==> src/hdl/pineu_pkg.sv <==
// Purpose: Shared constants and types for the PIN enable/unblock engine
// Assumes: 32-bit AXI4-Lite register window, 8-bit byte addresses
// Notes:   Codes are compared as whole 32-bit words
package pineu_pkg;

  // Register byte offsets
  localparam logic [7:0] PINEU_OFF_CMD    = 8'h00; // Command, write starts
  localparam logic [7:0] PINEU_OFF_PIN    = 8'h04; // Presented PIN
  localparam logic [7:0] PINEU_OFF_UNBLK  = 8'h08; // Presented unblock code
  localparam logic [7:0] PINEU_OFF_NEWPIN = 8'h0c; // Replacement PIN
  localparam logic [7:0] PINEU_OFF_SW     = 8'h10; // Last status word
  localparam logic [7:0] PINEU_OFF_STATE  = 8'h14; // Engine state
  localparam logic [7:0] PINEU_OFF_RESP   = 8'h18; // PIN status object

  // Field positions
  localparam int PINEU_CMD_EMPTY_BIT = 8;  // Empty data field flag
  localparam int PINEU_ST_DONE       = 0;
  localparam int PINEU_ST_ENABLED    = 1;
  localparam int PINEU_ST_VERIFIED   = 2;
  localparam int PINEU_ST_PIN_BLK    = 3;
  localparam int PINEU_ST_UNBLK_BLK  = 4;
  localparam int PINEU_ST_PIN_CNT    = 8;  // 4 bits
  localparam int PINEU_ST_UNBLK_CNT  = 16; // 4 bits

  // Opcodes of the command register
  localparam logic [2:0] PINEU_OP_VERIFY  = 3'h0;
  localparam logic [2:0] PINEU_OP_ENABLE  = 3'h1;
  localparam logic [2:0] PINEU_OP_DISABLE = 3'h2;
  localparam logic [2:0] PINEU_OP_UNBLOCK = 3'h3;
  localparam logic [2:0] PINEU_OP_STATUS  = 3'h4;
  localparam logic [2:0] PINEU_OP_READ    = 3'h5;
  localparam logic [2:0] PINEU_OP_CARDRST = 3'h6;

  // Status word bytes
  localparam logic [7:0] PINEU_SW1_OK      = 8'h90;
  localparam logic [7:0] PINEU_SW2_OK      = 8'h00;
  localparam logic [7:0] PINEU_SW1_CNT     = 8'h63;
  localparam logic [3:0] PINEU_SW2_CNT_HI  = 4'hc;
  localparam logic [7:0] PINEU_SW1_SEC     = 8'h69;
  localparam logic [7:0] PINEU_SW2_DENIED  = 8'h82;
  localparam logic [7:0] PINEU_SW2_BLOCKED = 8'h83;
  localparam logic [7:0] PINEU_SW2_COND    = 8'h85;
  localparam logic [7:0] PINEU_SW1_BADINS  = 8'h6d;

  // PIN status object
  localparam logic [7:0] PINEU_PS_TAG      = 8'h90;
  localparam logic [7:0] PINEU_PS_ENABLED  = 8'h80;
  localparam logic [7:0] PINEU_PS_DISABLED = 8'h00;

  // Retry limits and power-on values
  localparam logic [3:0]  PINEU_PIN_TRIES   = 4'h3;
  localparam logic [3:0]  PINEU_UNBLK_TRIES = 4'ha;
  localparam logic        PINEU_ENABLED_RST = 1'b1;
  localparam logic [31:0] PINEU_PIN_RST     = 32'h31323334; // Arbitrary
  localparam logic [31:0] PINEU_UNBLK_RST   = 32'h87654321; // Arbitrary
  localparam logic [1:0]  PINEU_RESP_OKAY   = 2'h0;
  localparam logic [1:0]  PINEU_RESP_SLVERR = 2'h2;

  // Status word carrier
  typedef struct packed {
    logic [7:0] sw1;
    logic [7:0] sw2;
  } pineu_sw_t;

  // Command register carrier
  typedef struct packed {
    logic       empty;
    logic [2:0] op;
  } pineu_cmd_t;

endpackage

==> src/hdl/pineu_top.sv <==
// Purpose: PIN enable/disable/verify/unblock engine behind AXI4-Lite
// Assumes: Retry counters and stored codes are cleared only by arst_n,
//          which stands for first power-up; card resets are a command
// Notes:   One command executes in a single cycle after its write
//
// Overview of operation
// - Wrong enable code decrements, stays disabled, 63Cx
// - PIN counter survives card reset, reaches C0
// - Blocked PIN: enable or verify returns 6983
// - Correct enable restores three tries, enables, 9000
// - Empty data field on verify, enable, disable or unblock only reports retry count
// - Enabled unverified read refused 6982; disabled 9000
// - Blocked and enabled: reads refused until unblock
// - Blocked and disabled: reads still granted
// - Enable while enabled is refused with error
// - Status answer holds tag 90 enable object
// - Unblock restores PIN counter and writes PIN in the same cycle
// - Unblock runs whether or not PIN blocked
// - Good unblock: new PIN, ten and three
// - After unblock PIN enabled and satisfied
// - Wrong unblock decrements only unblock counter
// - Ten wrong unblocks block the unblock code
// - Wrong unblock leaves PIN status untouched
// - Failed comparison returns error, not 9000
// - Enable refused when already enabled or blocked
// - Three wrong PINs across sessions block PIN
`timescale 1ns/10ps

module pineu_top
  import pineu_pkg::*;
(
  input  wire logic        clk,
  input  wire logic        arst_n,
  input  wire logic [7:0]  s_axi_awaddr,
  input  wire logic        s_axi_awvalid,
  output logic             s_axi_awready,
  input  wire logic [31:0] s_axi_wdata,
  input  wire logic [3:0]  s_axi_wstrb,
  input  wire logic        s_axi_wvalid,
  output logic             s_axi_wready,
  output logic [1:0]       s_axi_bresp,
  output logic             s_axi_bvalid,
  input  wire logic        s_axi_bready,
  input  wire logic [7:0]  s_axi_araddr,
  input  wire logic        s_axi_arvalid,
  output logic             s_axi_arready,
  output logic [31:0]      s_axi_rdata,
  output logic [1:0]       s_axi_rresp,
  output logic             s_axi_rvalid,
  input  wire logic        s_axi_rready
);

  // Engine sequencing
  typedef enum logic {ST_IDLE, ST_EXEC} pineu_state_t;

  pineu_state_t state_r;        // Idle or executing
  pineu_state_t state_nxt;      // Next engine state
  pineu_cmd_t   cmd_r;          // Latched command
  pineu_sw_t    sw_r;           // Last status word
  pineu_sw_t    sw_nxt;         // Status word being formed
  logic [31:0]  pin_in_r;       // Presented PIN
  logic [31:0]  unblk_in_r;     // Presented unblock code
  logic [31:0]  newpin_r;       // Replacement PIN
  logic [31:0]  pin_ref_r;      // Stored PIN reference
  logic [31:0]  pin_ref_nxt;
  logic [3:0]   pin_cnt_r;      // PIN tries left, persistent
  logic [3:0]   pin_cnt_nxt;
  logic [3:0]   unblk_cnt_r;    // Unblock tries left, persistent
  logic [3:0]   unblk_cnt_nxt;
  logic         enabled_r;      // PIN check switched on
  logic         enabled_nxt;
  logic         verified_r;     // Access level met this session
  logic         verified_nxt;
  logic         done_r;         // Last command finished
  logic         cmd_go_r;       // Command register just written

  // AXI output flops
  logic         awready_r;
  logic         wready_r;
  logic         bvalid_r;
  logic [1:0]   bresp_r;
  logic         arready_r;
  logic         rvalid_r;
  logic [31:0]  rdata_r;
  logic [1:0]   rresp_r;

  // Merge write data into a word by byte strobes
  function automatic logic [31:0] pineu_merge(
    input logic [31:0] old_w,
    input logic [31:0] new_w,
    input logic [3:0]  be
  );
    logic [31:0] m;
    m = old_w;
    for (int i = 0; i < 4; i++) begin
      if (be[i]) begin
        m[8*i +: 8] = new_w[8*i +: 8];
      end
    end
    return m;
  endfunction

  // Retry count answer: group 63, detail C plus count
  function automatic pineu_sw_t pineu_cnt_sw(input logic [3:0] cnt);
    pineu_sw_t s;
    s.sw1 = PINEU_SW1_CNT;
    s.sw2 = {PINEU_SW2_CNT_HI, cnt};
    return s;
  endfunction

  // Derived PIN and access state
  wire pin_blk    = (pin_cnt_r == 4'h0);
  wire unblk_blk  = (unblk_cnt_r == 4'h0);
  wire pin_ok     = (pin_in_r == pin_ref_r);
  wire unblk_ok   = (unblk_in_r == PINEU_UNBLK_RST);
  // Disabled PIN grants access even when blocked; enabled needs verify
  wire access_ok  = !enabled_r || verified_r;
  wire [3:0] pin_dec   = pin_cnt_r - 4'h1;
  wire [3:0] unblk_dec = unblk_cnt_r - 4'h1;
  wire [7:0] ps_byte   = enabled_r ? PINEU_PS_ENABLED : PINEU_PS_DISABLED;

  // Write channel decode
  wire wr_start  = s_axi_awvalid && s_axi_wvalid && !awready_r && !bvalid_r;
  wire wr_fire   = awready_r;     // Valids are held until taken
  wire sel_w_cmd    = (s_axi_awaddr == PINEU_OFF_CMD);
  wire sel_w_pin    = (s_axi_awaddr == PINEU_OFF_PIN);
  wire sel_w_unblk  = (s_axi_awaddr == PINEU_OFF_UNBLK);
  wire sel_w_newpin = (s_axi_awaddr == PINEU_OFF_NEWPIN);
  wire sel_w_ro     = (s_axi_awaddr == PINEU_OFF_SW) ||
                      (s_axi_awaddr == PINEU_OFF_STATE) ||
                      (s_axi_awaddr == PINEU_OFF_RESP);
  wire w_mapped  = sel_w_cmd || sel_w_pin || sel_w_unblk || sel_w_newpin ||
                   sel_w_ro;
  // A command needs the low byte and an idle engine
  wire cmd_take  = wr_fire && sel_w_cmd && s_axi_wstrb[0] &&
                   (state_r == ST_IDLE) && !cmd_go_r;

  // Read channel decode
  wire rd_start  = s_axi_arvalid && !arready_r && !rvalid_r;
  wire rd_fire   = arready_r;
  wire [31:0] state_word = {12'h000, unblk_cnt_r, 4'h0, pin_cnt_r, 3'h0,
                            unblk_blk, pin_blk, verified_r, enabled_r,
                            done_r};
  wire [31:0] resp_word  = {16'h0000, PINEU_PS_TAG, ps_byte};
  wire [31:0] cmd_word   = {23'h000000, cmd_r.empty, 5'h00, cmd_r.op};
  wire r_mapped  = (s_axi_araddr <= PINEU_OFF_RESP) &&
                   (s_axi_araddr[1:0] == 2'h0);
  wire [31:0] rd_mux =
    (s_axi_araddr == PINEU_OFF_CMD)    ? cmd_word :
    (s_axi_araddr == PINEU_OFF_PIN)    ? pin_in_r :
    (s_axi_araddr == PINEU_OFF_UNBLK)  ? unblk_in_r :
    (s_axi_araddr == PINEU_OFF_NEWPIN) ? newpin_r :
    (s_axi_araddr == PINEU_OFF_SW)     ? {16'h0000, sw_r} :
    (s_axi_araddr == PINEU_OFF_STATE)  ? state_word :
    (s_axi_araddr == PINEU_OFF_RESP)   ? resp_word : 32'h00000000;

  assign s_axi_awready = awready_r;
  assign s_axi_wready  = wready_r;
  assign s_axi_bvalid  = bvalid_r;
  assign s_axi_bresp   = bresp_r;
  assign s_axi_arready = arready_r;
  assign s_axi_rvalid  = rvalid_r;
  assign s_axi_rdata   = rdata_r;
  assign s_axi_rresp   = rresp_r;

  // Write address and data are taken together, one cycle after both
  // are offered; waiting for both keeps the slave free of buffers
  always_ff @(posedge clk or negedge arst_n) begin
    if (!arst_n) begin
      awready_r <= 1'b0;
      wready_r  <= 1'b0;
      bvalid_r  <= 1'b0;
      bresp_r   <= PINEU_RESP_OKAY;
    end else begin
      awready_r <= wr_start;
      wready_r  <= wr_start;
      if (wr_fire) begin
        bvalid_r <= 1'b1;
        bresp_r  <= w_mapped ? PINEU_RESP_OKAY : PINEU_RESP_SLVERR;
      end else if (s_axi_bready) begin
        bvalid_r <= 1'b0;
      end
    end
  end

  // Read answer registered from the decode mux
  always_ff @(posedge clk or negedge arst_n) begin
    if (!arst_n) begin
      arready_r <= 1'b0;
      rvalid_r  <= 1'b0;
      rdata_r   <= 32'h00000000;
      rresp_r   <= PINEU_RESP_OKAY;
    end else begin
      arready_r <= rd_start;
      if (rd_fire) begin
        rvalid_r <= 1'b1;
        rdata_r  <= r_mapped ? rd_mux : 32'h00000000;
        rresp_r  <= r_mapped ? PINEU_RESP_OKAY : PINEU_RESP_SLVERR;
      end else if (s_axi_rready) begin
        rvalid_r <= 1'b0;
      end
    end
  end

  // Operand registers written by software
  always_ff @(posedge clk or negedge arst_n) begin
    if (!arst_n) begin
      pin_in_r   <= 32'h00000000;
      unblk_in_r <= 32'h00000000;
      newpin_r   <= 32'h00000000;
    end else if (wr_fire) begin
      if (sel_w_pin) begin
        pin_in_r <= pineu_merge(pin_in_r, s_axi_wdata, s_axi_wstrb);
      end
      if (sel_w_unblk) begin
        unblk_in_r <= pineu_merge(unblk_in_r, s_axi_wdata, s_axi_wstrb);
      end
      // Host supplies code and replacement before the command
      if (sel_w_newpin) begin
        newpin_r <= pineu_merge(newpin_r, s_axi_wdata, s_axi_wstrb);
      end
    end
  end

  // Command latch and one-cycle trigger
  always_ff @(posedge clk or negedge arst_n) begin
    if (!arst_n) begin
      cmd_r    <= '{empty: 1'b0, op: PINEU_OP_STATUS};
      cmd_go_r <= 1'b0;
    end else begin
      cmd_go_r <= cmd_take;
      if (cmd_take) begin
        cmd_r <= '{empty: s_axi_wdata[PINEU_CMD_EMPTY_BIT],
                   op: s_axi_wdata[2:0]};
      end
    end
  end

  // Command interpreter; every branch forms a two-byte answer
  always_comb begin
    state_nxt     = cmd_go_r ? ST_EXEC : ST_IDLE;
    sw_nxt        = sw_r;
    pin_ref_nxt   = pin_ref_r;
    pin_cnt_nxt   = pin_cnt_r;
    unblk_cnt_nxt = unblk_cnt_r;
    enabled_nxt   = enabled_r;
    verified_nxt  = verified_r;
    if (state_r == ST_EXEC) begin
      sw_nxt = '{sw1: PINEU_SW1_OK, sw2: PINEU_SW2_OK};
      unique case (cmd_r.op)
        PINEU_OP_VERIFY: begin
          if (cmd_r.empty) begin
            sw_nxt = pineu_cnt_sw(pin_cnt_r);
          end else if (pin_blk) begin
            sw_nxt = '{sw1: PINEU_SW1_SEC, sw2: PINEU_SW2_BLOCKED};
          end else if (pin_ok) begin
            pin_cnt_nxt  = PINEU_PIN_TRIES;
            verified_nxt = 1'b1;
          end else begin
            // Count lives across card resets, so blocking spans sessions
            pin_cnt_nxt  = pin_dec;
            verified_nxt = 1'b0;
            sw_nxt       = pineu_cnt_sw(pin_dec);
          end
        end
        PINEU_OP_ENABLE: begin
          if (cmd_r.empty) begin
            sw_nxt = pineu_cnt_sw(pin_cnt_r);
          end else if (pin_blk) begin
            sw_nxt = '{sw1: PINEU_SW1_SEC, sw2: PINEU_SW2_BLOCKED};
          end else if (enabled_r) begin
            sw_nxt = '{sw1: PINEU_SW1_SEC, sw2: PINEU_SW2_COND};
          end else if (pin_ok) begin
            pin_cnt_nxt = PINEU_PIN_TRIES;
            enabled_nxt = 1'b1;
          end else begin
            // Stays disabled on a wrong code
            pin_cnt_nxt = pin_dec;
            sw_nxt      = pineu_cnt_sw(pin_dec);
          end
        end
        PINEU_OP_DISABLE: begin
          if (cmd_r.empty) begin
            sw_nxt = pineu_cnt_sw(pin_cnt_r);
          end else if (pin_blk) begin
            sw_nxt = '{sw1: PINEU_SW1_SEC, sw2: PINEU_SW2_BLOCKED};
          end else if (!enabled_r) begin
            sw_nxt = '{sw1: PINEU_SW1_SEC, sw2: PINEU_SW2_COND};
          end else if (pin_ok) begin
            pin_cnt_nxt = PINEU_PIN_TRIES;
            enabled_nxt = 1'b0;
          end else begin
            pin_cnt_nxt  = pin_dec;
            verified_nxt = 1'b0;
            sw_nxt       = pineu_cnt_sw(pin_dec);
          end
        end
        PINEU_OP_UNBLOCK: begin
          // No check of the PIN's blocked state here
          if (cmd_r.empty) begin
            sw_nxt = pineu_cnt_sw(unblk_cnt_r);
          end else if (unblk_blk) begin
            sw_nxt = '{sw1: PINEU_SW1_SEC, sw2: PINEU_SW2_BLOCKED};
          end else if (unblk_ok) begin
            pin_cnt_nxt   = PINEU_PIN_TRIES;
            pin_ref_nxt   = newpin_r;
            unblk_cnt_nxt = PINEU_UNBLK_TRIES;
            enabled_nxt   = 1'b1;
            verified_nxt  = 1'b1;
          end else begin
            // PIN counter, enable and verify state stay as they are
            unblk_cnt_nxt = unblk_dec;
            sw_nxt        = pineu_cnt_sw(unblk_dec);
          end
        end
        PINEU_OP_STATUS: begin
          // Object with tag 90 is read from the response register
          sw_nxt = '{sw1: PINEU_SW1_OK, sw2: PINEU_SW2_OK};
        end
        PINEU_OP_READ: begin
          if (!access_ok) begin
            sw_nxt = '{sw1: PINEU_SW1_SEC, sw2: PINEU_SW2_DENIED};
          end
        end
        PINEU_OP_CARDRST: begin
          // Session ends; counters and enable state persist
          verified_nxt = 1'b0;
        end
        default: begin
          sw_nxt = '{sw1: PINEU_SW1_BADINS, sw2: PINEU_SW2_OK};
        end
      endcase
    end
  end

  // Engine state; counters stand for non-volatile cells
  always_ff @(posedge clk or negedge arst_n) begin
    if (!arst_n) begin
      state_r     <= ST_IDLE;
      sw_r        <= '{sw1: PINEU_SW1_OK, sw2: PINEU_SW2_OK};
      pin_ref_r   <= PINEU_PIN_RST;
      pin_cnt_r   <= PINEU_PIN_TRIES;
      unblk_cnt_r <= PINEU_UNBLK_TRIES;
      enabled_r   <= PINEU_ENABLED_RST;
      verified_r  <= 1'b0;
      done_r      <= 1'b0;
    end else begin
      state_r     <= state_nxt;
      sw_r        <= sw_nxt;
      pin_ref_r   <= pin_ref_nxt;
      pin_cnt_r   <= pin_cnt_nxt;
      unblk_cnt_r <= unblk_cnt_nxt;
      enabled_r   <= enabled_nxt;
      verified_r  <= verified_nxt;
      // Cleared by a new command, set when its answer is ready
      if (cmd_take) begin
        done_r <= 1'b0;
      end else if (state_r == ST_EXEC) begin
        done_r <= 1'b1;
      end
    end
  end

endmodule

==> config.mk <==
export PLATFORM = sky130hd
export DESIGN_NAME = pineu_top
export DESIGN_NICKNAME = d
export VERILOG_FILES = /design/src/hdl/pineu_pkg.sv /design/src/hdl/pineu_top.sv
export SDC_FILE = /design/constraint.sdc
export NUM_CORES = 1
export LEC_CHECK = 0
export ABC_AREA = 1
export BUFFER_PORTS_ARGS = -buffer_cell sky130_fd_sc_hd__buf_2
export CAP_MARGIN = 20
export CORE_ASPECT_RATIO = 1.1
export CORE_MARGIN = 3
export CORE_UTILIZATION = 54
export CTS_CLUSTER_DIAMETER = 50
export DETAILED_ROUTE_END_ITERATION = 10
export GPL_ROUTABILITY_DRIVEN = 0
export HOLD_SLACK_MARGIN = 0.03
export PLACE_DENSITY = 0.79
export REMOVE_ABC_BUFFERS = 1
export SETUP_SLACK_MARGIN = 0.5
export SLEW_MARGIN = 5
export SYNTH_ARGS = -nofsm -noshare
export SYNTH_HDL_FRONTEND = slang
export SYNTH_SLANG_ARGS = --single-unit
==> constraint.sdc <==
create_clock -name clk -period 5.34 [get_ports clk]
set_clock_uncertainty 0.15 [all_clocks]
set_input_delay 1.068 -clock clk [delete_from_list [all_inputs] [get_ports clk]]
set_output_delay 1.068 -clock clk [all_outputs]
set_load 0.01 [all_outputs]
; ---- After elaboration in Yosys (flattened, before gate mapping)
; Index checks and enable logic that the tools add are counted.
; W data, S select, Z words.
[word_totals]
register_bits = 201
output_inout_bits = 41
wordCells = 187
[op_classes]
addsub = 2
order_cmp = 1
n_eq_ne = 32
muxes = 65
n_bitwise = 3
n_reduce_logical = 53
[ops]
columns = op, count
row1 = $mux W16, 14
row2 = $mux W32, 5
row3 = $pmux W16 S6, 1
row4 = $mux W4, 13
row5 = $eq A8 B5 Y1 const B, 6
row6 = $mux W20, 2
row7 = $reduce_and A3 Y1, 12
row8 = $eq A32 B32 Y1, 1
row9 = $eq A32 B32 Y1 const B, 1
row10 = $eq A8 B4 Y1 const B, 4
row11 = $mux W1, 24
row12 = $ne A2 B2 Y1 const B, 12
row13 = $eq A8 B3 Y1 const B, 2
row14 = $logic_not A8 Y1, 2
row15 = $pmux W4 S4, 1
row16 = $reduce_and A13 Y1, 1
row17 = $reduce_and A11 Y1, 1
row18 = $logic_and A1 B1 Y1, 10
row19 = $eq A3 B3 Y1 const B, 3
row20 = $reduce_and A9 Y1, 1
row21 = $le A8 B5 Y1 const B, 1
row22 = $logic_not A4 Y1, 2
row23 = $mux W8, 1
row24 = $reduce_bool A4 Y1, 2
row25 = 16 further kinds, 34

; ---- Longest topological paths before layout
; Gate-level depths: netlist of run 1.
[depth]
word_depth = 9
depth_mapped = 15
mapped_depth_nobuf = 14

; ---- Worst setup path after synthesis of run 1
; Ideal clock, no wire load.
[synth_timing]
kind = input port to flip-flop
start = input port s_axi_araddr[5]
end = register rdata_r[13] (netlist: s_axi_rdata[13])
setup_ns = 0.133
arrival_time_ns = 2.075
t_required_ns = 5.057
setup_slack_ns = 2.982
stages = 8
path_cell_list = nand3b_1 -> nor2_2 -> nand2_2 -> buf_2 -> o21ai_0 -> nand2_1 -> o21ai_0 -> o21ai_0
[synth_between]
elab_chain_len = 8
[synth_lines]
columns = element, line_no
row1 = from (decl), pineu_top.sv:44  ; input wire logic [7:0] s_axi_araddr,
row2 = $eq A8 B5 Y1, pineu_top.sv:154  ; (s_axi_araddr == PINEU_OFF_STATE) ? state_word :
row3 = $mux W20, pineu_top.sv:154
row4 = $mux W20, pineu_top.sv:153  ; (s_axi_araddr == PINEU_OFF_SW) ? {16'h0000, sw_r} :
row5 = $mux W32, pineu_top.sv:152  ; (s_axi_araddr == PINEU_OFF_NEWPIN) ? newpin_r :
row6 = $mux W32, pineu_top.sv:151  ; (s_axi_araddr == PINEU_OFF_UNBLK) ? unblk_in_r :
row7 = $mux W32, pineu_top.sv:150  ; (s_axi_araddr == PINEU_OFF_PIN) ? pin_in_r :
row8 = $mux W32, pineu_top.sv:149  ; (s_axi_araddr == PINEU_OFF_CMD) ? cmd_word :
row9 = $mux W32 (*), pineu_top.sv:197  ; rdata_r <= r_mapped ? rd_mux : 32'h00000000;
row10 = to (signal assigned), pineu_top.sv:197
row11 = to (decl), pineu_top.sv:84  ; logic [31:0] rdata_r;
; Every way passes the cells marked *; elsewhere a longest branch is shown, timed or not.
; A chain may end at the register's enable or synchronous reset.

; ---- Worst setup path after layout of run 1
[layout_timing]
start = input port s_axi_araddr[0]
end = register rdata_r[2] (netlist: s_axi_rdata[2])
[layout_between]
elab_chain_len = 9
[layout_lines]
columns = element, line_no
row1 = $eq A8 B5 Y1, pineu_top.sv:155  ; (s_axi_araddr == PINEU_OFF_RESP) ? resp_word : 32'h00000000;
row2 = $mux W16, pineu_top.sv:155
row3 = $mux W20, pineu_top.sv:154
row4 = $mux W20, pineu_top.sv:153
row5 = $mux W32, pineu_top.sv:152
row6 = $mux W32, pineu_top.sv:151
row7 = $mux W32, pineu_top.sv:150
row8 = $mux W32, pineu_top.sv:149
row9 = $mux W32 (*), pineu_top.sv:197
; Marks and branches as above.

==> flow_summary.json, run 1 <==
{
  "post_cts_clock_slew_at_the_launch_and_capture_registers_of_the_worst_setup_and_hold_paths_ns": 0.07,
  "slowest_stage": "sky130_fd_sc_hd__clkinv_1",
  "finalHoldViolations": 0,
  "max_slew.worst_pin.slew_ns": 0.987,
  "register_area_sq_mm": 0.00485,
  "die_area_sq_mm": 0.0190,
  "ios": 100,
  "power_mw": 2.97,
  "grt_pass1_wl_microns": 39500,
  "layout-drive-gt1-share": 0.157,
  "crit_top_cell": "sky130_fd_sc_hd__nand2_1",
  "drv_cap": 0,
  "clock_tree_from_tritoncts": "done",
  "crit_path_cell_trace": "buf_2 > inv_1 > nand2_1 > nor3_1 > nand2_2 > clkinv_1 > a221oi_1 > nand2_1 > nand2_1 > nand2_1",
  "ant_diodes": 0,
  "power.density_mw_per_mm2": 281,
  "drt-wirelength-per-cell_microns": 16.5,
  "fin_ws_ns": 2.45,
  "clock_tree.buffer_depth": 2,
  "worstReg2RegStart": "unblk_cnt_r[1]$_DFFE_PN1P_",
  "drc": 0,
  "criticalPathCategory": "in -> reg",
  "antenna_violations_before_repair": 0,
  "postSynth.topFlopCell": "sky130_fd_sc_hd__dfrtp_1",
  "synth_enable_flop_cells": 0,
  "dpl_worst_slack_ns": 2.07,
  "worst-path-stages": 10,
  "worstSkewPairLatency_ns": 0.44,
  "via_count_of_the_first_global_routing_pass": 8033,
  "synth_most_common_cell": "sky130_fd_sc_hd__nand2_1",
  "maximum_number_of_pins_on_one_net_before_global_route_repair": 127,
  "fraction_of_post_synthesis_cell_area_in_the_top_cell_type_by_area": 0.460,
  "cts-htree-levels": 4,
  "cp_data_required_time_ns": 5.51,
  "worst_ir_drop_vdd_v": 0.000242,
  "critical_path_peak_fanout": 26,
  "power.static_leakage_nw": 5.13,
  "post-route-min-period_ns": 2.89,
  "die_w_microns": 132,
  "slew-limit-headroom": 0.342,
  "critPathLaunchType": "input port",
  "vias": 8132,
  "synthesis.area_per_instance_sq_um": 8.25,
  "rr_endpoint": "pin_ref_r[14]$_DFFE_PN0P_",
  "clock-root-buffer": "sky130_fd_sc_hd__clkbuf_16",
  "drt-initial-drc-count": 761,
  "hold_path_class": "reg -> reg",
  "post-cts-setup-buffers": 0,
  "worst-r2r-setup-slack_ns": 2.72,
  "outcome": "finished, final reports clean",
  "io_buffer_count": 97,
  "ys_top_cells_by_count": "321 x sky130_fd_sc_hd__nand2_1, 189 x sky130_fd_sc_hd__o21ai_0, 173 x sky130_fd_sc_hd__dfrtp_1",
  "critical_path.n_buffers_inverters": 3,
  "synth-warning-count": 0,
  "synthDistinctLibCells": 54,
  "final_worst_path_period_share": 0.541,
  "synthDominantAreaCellType": "sky130_fd_sc_hd__dfrtp_1",
  "finalSetupTns_ns": 0,
  "cts.repair.resized": 0,
  "worst_r2r_path_depth": 7,
  "fp-row-count": 49,
  "vias_per_cell": 5.57,
  "nets": 1279,
  "drt.antenna.violating_nets": 0,
  "core_region_area_sq_mm": 0.0167,
  "area_delta_synth_final_pct": 12.7,
  "postSynth.asyncResetShare": 1.00,
  "groute.usage.overall": 0.260,
  "hold_buffers": 0,
  "worst_path_largest_cell_delay_ns": 0.53,
  "timing.final.max_slew_violations": 0,
  "timing.critical_path.arrival_ns": 3.06,
  "place_inst": 1428,
  "grt_setup_unrepaired": "no",
  "path_delay_family": "simple AND/OR/NAND/NOR gates",
  "startpoint": "s_axi_araddr[0]",
  "hold_path_depth": 0,
  "synth_seq_area_share": 0.516,
  "worstSetupEndpoint": "s_axi_rdata[2]$_DFFE_PN0P_",
  "netlist_top_cells_area": "sky130_fd_sc_hd__dfrtp_1 46%, sky130_fd_sc_hd__nand2_1 13%, sky130_fd_sc_hd__o21ai_0 10%",
  "fmax_mhz": 346,
  "dp_hpwl_microns": 16400,
  "post_synth_inst_count": 1141,
  "global_route.overflow_total": 0,
  "postSynthRegisterBits": 193,
  "tritoncts_num_sinks": 193,
  "total_cts_buffers": 17,
  "stdcell_count": 1460,
  "drt_first_pass_iters": 6,
  "filler_cell_count": 1385,
  "syn-cell-area_sq_mm": 0.00941,
  "timing.critical_path.to_type": "flip-flop",
  "chipHeight_microns": 144,
  "min-delay-start": "cmd_go_r$_DFF_PN0_",
  "multiInputGateArea_sq_mm": 0.00383,
  "totalWireLength_microns": 24100,
  "floorplan.initialDensity": 0.562,
  "setup-violations-final": 0
}
[through the flow]
stage          area (sq um)   util  hold slack, ns
4_1_cts               10600  0.633           0.235
5_1_grt               10600  0.633           0.248
6_report              10600  0.633           0.236
3_3_place_gp          10000  0.597           0.216
3_5_place_dp          10000  0.597           0.224
2_1_floorplan          9190      -           0.204
[power breakdown]
part | switching, mW | total, mW | internal [mW] | leakage (nW)
clock | 0.564 | 1.32 | 0.755 | 0.290
combinational | 0.117 | 0.163 | 0.0460 | 2.24
sequential | 0.0142 | 1.49 | 1.48 | 2.60
[routing by layer]
metal,share of wire,track usage,up-vias
met5,0,0,-
met4,0.032,0.109,0
met3,0.061,0.0445,61
met2,0.48,0.434,327
met1,0.43,0.340,3895
li1,-,-,3849
[state kept, by name, indices dropped and copies added, names as in the netlist, 4 cells and up]
register,count
unblk_in_r,32
pin_ref_r,32
cmd_r,4
s_axi_rdata,32
sw_r,10
unblk_cnt_r,4
newpin_r,32
pin_in_r,32
pin_cnt_r,4
[area by class of cell]
| type | count | area share |
|---|---|---|
| inverters | 135 | 0.0480 |
| repair buffers | 100 | 0.0488 |
| clock inverters | 11 | 0.0144 |
| flip-flops and latches | 193 | 0.458 |
| well taps | 229 | 0.0270 |
| clock buffers | 21 | 0.0425 |
| multi-input cells | 771 | 0.361 |
[worst min-delay path by stage]
stage               slack [ns]                 to
floorplan                 0.20  state_r$_DFF_PN0_
global placement          0.22  state_r$_DFF_PN0_
detailed placement        0.22  state_r$_DFF_PN0_
CTS                       0.24  state_r$_DFF_PN0_
global route              0.25  state_r$_DFF_PN0_
finish                    0.24  state_r$_DFF_PN0_
[cells in the final DEF, fill, tap and decap left out, types with 5 or more instances in the layout]
| cell type | instances |
|---|---|
| sky130_fd_sc_hd__buf_2 | 96 |
| sky130_fd_sc_hd__inv_1 | 125 |
| sky130_fd_sc_hd__dfstp_2 | 20 |
| sky130_fd_sc_hd__o22ai_1 | 14 |
| sky130_fd_sc_hd__o21ai_0 | 189 |
| sky130_fd_sc_hd__clkbuf_16 | 17 |
| sky130_fd_sc_hd__nor2_1 | 73 |
| sky130_fd_sc_hd__nand2_1 | 321 |
| sky130_fd_sc_hd__inv_2 | 8 |
| sky130_fd_sc_hd__nand3_1 | 24 |
| sky130_fd_sc_hd__mux2_2 | 5 |
| sky130_fd_sc_hd__a21oi_1 | 30 |
| sky130_fd_sc_hd__dfrtp_1 | 173 |
| sky130_fd_sc_hd__o21ai_1 | 6 |
| sky130_fd_sc_hd__nor2_2 | 5 |
| sky130_fd_sc_hd__a221oi_1 | 11 |
| sky130_fd_sc_hd__nor3_1 | 6 |
| sky130_fd_sc_hd__xnor2_1 | 23 |
| sky130_fd_sc_hd__nand4_1 | 6 |
[logic make-up (layout without fill, tap and decap cells)]
family | after synthesis | after routing | share of synthesized area
AOI/OAI and AO/OA | 277 | 277 | 0.163
xor gates and xnor gates | 26 | 26 | 0.0242
adders and majority gates | 2 | 2 | 0.00266
buffers and inverters | 178 | 267 | 0.0774
DFF | 193 | 193 | 0.516
muxes | 9 | 9 | 0.0124
other | 1 | 2 | 0.000399
and+or+nand+nor | 455 | 455 | 0.204
(Power assumes the default switching activity.)
==> run 2, diff against run 1 <==
--- a/config.mk
+++ b/config.mk
@@ -10,12 +10,12 @@
 export CAP_MARGIN = 20
 export CORE_ASPECT_RATIO = 1.1
 export CORE_MARGIN = 3
-export CORE_UTILIZATION = 54
+export CORE_UTILIZATION = 53
 export CTS_CLUSTER_DIAMETER = 50
 export DETAILED_ROUTE_END_ITERATION = 10
 export GPL_ROUTABILITY_DRIVEN = 0
 export HOLD_SLACK_MARGIN = 0.03
-export PLACE_DENSITY = 0.79
+export PLACE_DENSITY = 0.81
 export REMOVE_ABC_BUFFERS = 1
 export SETUP_SLACK_MARGIN = 0.5
 export SLEW_MARGIN = 5
==> constraint.sdc (replaced) <==
create_clock -name clk -period 2.4 [get_ports clk]
set_clock_uncertainty 0.15 [all_clocks]
set_input_delay 0.48 -clock clk [delete_from_list [all_inputs] [get_ports clk]]
set_output_delay 0.48 -clock clk [all_outputs]
set_load 0.01 [all_outputs]
==> flow_summary.json, run 2 (synthesized netlist as in run 1, its figures left out) <==
{
  "power.static_leakage_nw": 5.58,
  "power.density_mw_per_mm2": 580,
  "maximum_number_of_pins_on_one_net_before_global_route_repair": 59,
  "floorplan.initialDensity": 0.547,
  "core_region_area_sq_mm": 0.0172,
  "tritoncts_num_sinks": 193,
  "clock-root-buffer": "sky130_fd_sc_hd__clkbuf_16",
  "hold_path_class": "in -> reg",
  "finalSetupTns_ns": 0,
  "ios": 100,
  "fp-row-count": 50,
  "cp_data_required_time_ns": 2.57,
  "timing.final.max_slew_violations": 0,
  "cts-htree-levels": 4,
  "die_area_sq_mm": 0.0194,
  "ant_diodes": 0,
  "totalWireLength_microns": 27500,
  "drt_first_pass_iters": 6,
  "timing.critical_path.to_type": "flip-flop",
  "vias_per_cell": 5.78,
  "drt-initial-drc-count": 1249,
  "layout_commonest_cell": "sky130_fd_sc_hd__nand2_1",
  "netSwitchingPower_mw": 1.65,
  "total_cts_buffers": 17,
  "worst_path_largest_cell_delay_ns": 0.40,
  "p_clk_frac": 0.443,
  "crit_path_cell_trace": "nor2_1 > nand3_1 > nor2_1 > nand2_1 > nor2_4 > nand3_4 > buf_8 > mux2_4",
  "slew-limit-headroom": 0.647,
  "drt-wirelength-per-cell_microns": 17.9,
  "cell_internal_pwr_mw": 5.11,
  "layout.cells.most_common_list": "297 x sky130_fd_sc_hd__nand2_1, 173 x sky130_fd_sc_hd__dfrtp_1, 165 x sky130_fd_sc_hd__o21ai_0",
  "outcome": "finished, final reports clean",
  "stdcell_count": 1539,
  "netSwitchingFraction": 0.244,
  "dp_hpwl_microns": 17600,
  "via_count_of_the_first_global_routing_pass": 8417,
  "clock_tree.buffer_depth": 2,
  "clock_tree_from_tritoncts": "done",
  "global_route.overflow_total": 0,
  "area_delta_synth_final_pct": 23.9,
  "worst_ir_drop_vdd_v": 0.000539,
  "slowest_stage": "sky130_fd_sc_hd__dfrtp_1",
  "relative_contribution_of_sequential_cells_to_total_power": 0.491,
  "grt_pass1_wl_microns": 42500,
  "grt_setup_unrepaired": "yes",
  "crit_top_cell": "sky130_fd_sc_hd__nor2_1",
  "place_inst": 1470,
  "antenna_violations_before_repair": 0,
  "final_worst_path_period_share": 0.863,
  "io_buffer_count": 97,
  "drt.antenna.violating_nets": 0,
  "drc": 0,
  "critPathLaunchType": "flip-flop",
  "worstSkewPairLatency_ns": 0.43,
  "die_w_microns": 133,
  "power.share.combinational": 0.066,
  "critical_path_peak_fanout": 7,
  "groute.usage.overall": 0.271,
  "critical_path.n_buffers_inverters": 1,
  "drv_cap": 0,
  "fmax_mhz": 483,
  "path_delay_family": "simple AND/OR/NAND/NOR gates",
  "criticalPathCategory": "reg -> reg",
  "finalHoldViolations": 0,
  "layout-drive-gt1-share": 0.264,
  "post_cts_clock_slew_at_the_launch_and_capture_registers_of_the_worst_setup_and_hold_paths_ns": 0.07,
  "vias": 8892,
  "timing.critical_path.arrival_ns": 2.24,
  "setup-violations-final": 0,
  "nets": 1353,
  "chipHeight_microns": 146,
  "post-route-min-period_ns": 2.07,
  "max_slew.worst_pin.slew_ns": 0.530
}
run 2: cell count changes in the layout (fill, tap and decap cells not counted), moves of 10 or more:
cell                      before  now
sky130_fd_sc_hd__buf_4         3   54
sky130_fd_sc_hd__nand2_1     321  297
sky130_fd_sc_hd__o21ai_0     189  165
sky130_fd_sc_hd__nand2_2       4   23
sky130_fd_sc_hd__nor2_1       73   54
sky130_fd_sc_hd__o21ai_1       6   20
sky130_fd_sc_hd__buf_6         0   12
sky130_fd_sc_hd__inv_1       125  113
sky130_fd_sc_hd__nor2_2        5   15
run 2: what timing repair did:
action	4_1_cts	5_1_grt
pin swaps	22	27
endpoints found under the setup margin	49	59
gates resized for setup	53	88
setup buffers	15	16
gates cloned	1	4
hold endpoints to repair	49	0
hold buffers	1	0
run 2: layout make-up:
class	instances	area, sq um
clock buffers	17	425
clock inverters	15	195
repair buffers	172	1200
inverters	135	526
flip-flops and latches	193	4850
well taps	234	293
multi-input cells	773	4160
fillers	1234	5540
run 2: per-stage QoR:
stage               utilization  hold slack (ns)  cell area [sq um]  setup WS, ns  power, mW
floorplan                     -           0.0344               9190         0.250       3.54
global placement          0.600            0.229              10300         0.231       3.76
detailed placement        0.600            0.229              10300         0.136       3.76
CTS                       0.651           0.0606              11200         0.432       6.74
global route              0.678           0.0681              11700         0.278       6.95
finish                    0.678           0.0700              11700         0.328       6.76
run 2: final timing paths:
kind                                            start                        end  slack (ns)  cells past startpoint
hold reg to reg                    cmd_go_r$_DFF_PN0_          state_r$_DFF_PN0_        0.25                      0
max in group asynchronous                      arst_n  pin_ref_r[13]$_DFFE_PN1P_        0.91                      3
setup / recovery           unblk_in_r[13]$_DFFE_PN0P_  pin_ref_r[14]$_DFFE_PN0P_        0.33                      8
setup reg to reg           unblk_in_r[13]$_DFFE_PN0P_  pin_ref_r[14]$_DFFE_PN0P_        0.33                      8
min in group asynchronous                      arst_n   s_axi_rvalid$_DFFE_PN0P_        0.42                      2
hold / removal                           s_axi_bready   s_axi_bvalid$_DFFE_PN0P_        0.07                      2
run 2: routing by layer:
| layer | GRT usage | routed length [microns] | part of all wire |
|---|---|---|---|
| met2 | 0.449 | 13400 | 0.48 |
| met3 | 0.0474 | 2510 | 0.091 |
| met1 | 0.357 | 10500 | 0.38 |
| met4 | 0.101 | 1150 | 0.042 |
| met5 | 0 | 0 | 0 |
run 2: power by group through the flow:
stage,sequential (mW),clock [mW],combinational [mW]
2_1_floorplan,3.38,0,0.157
3_3_place_gp,3.38,0,0.380
3_5_place_dp,3.38,0,0.385
4_1_cts,3.32,3.02,0.412
5_1_grt,3.32,3.14,0.497
6_report,3.32,3.00,0.446
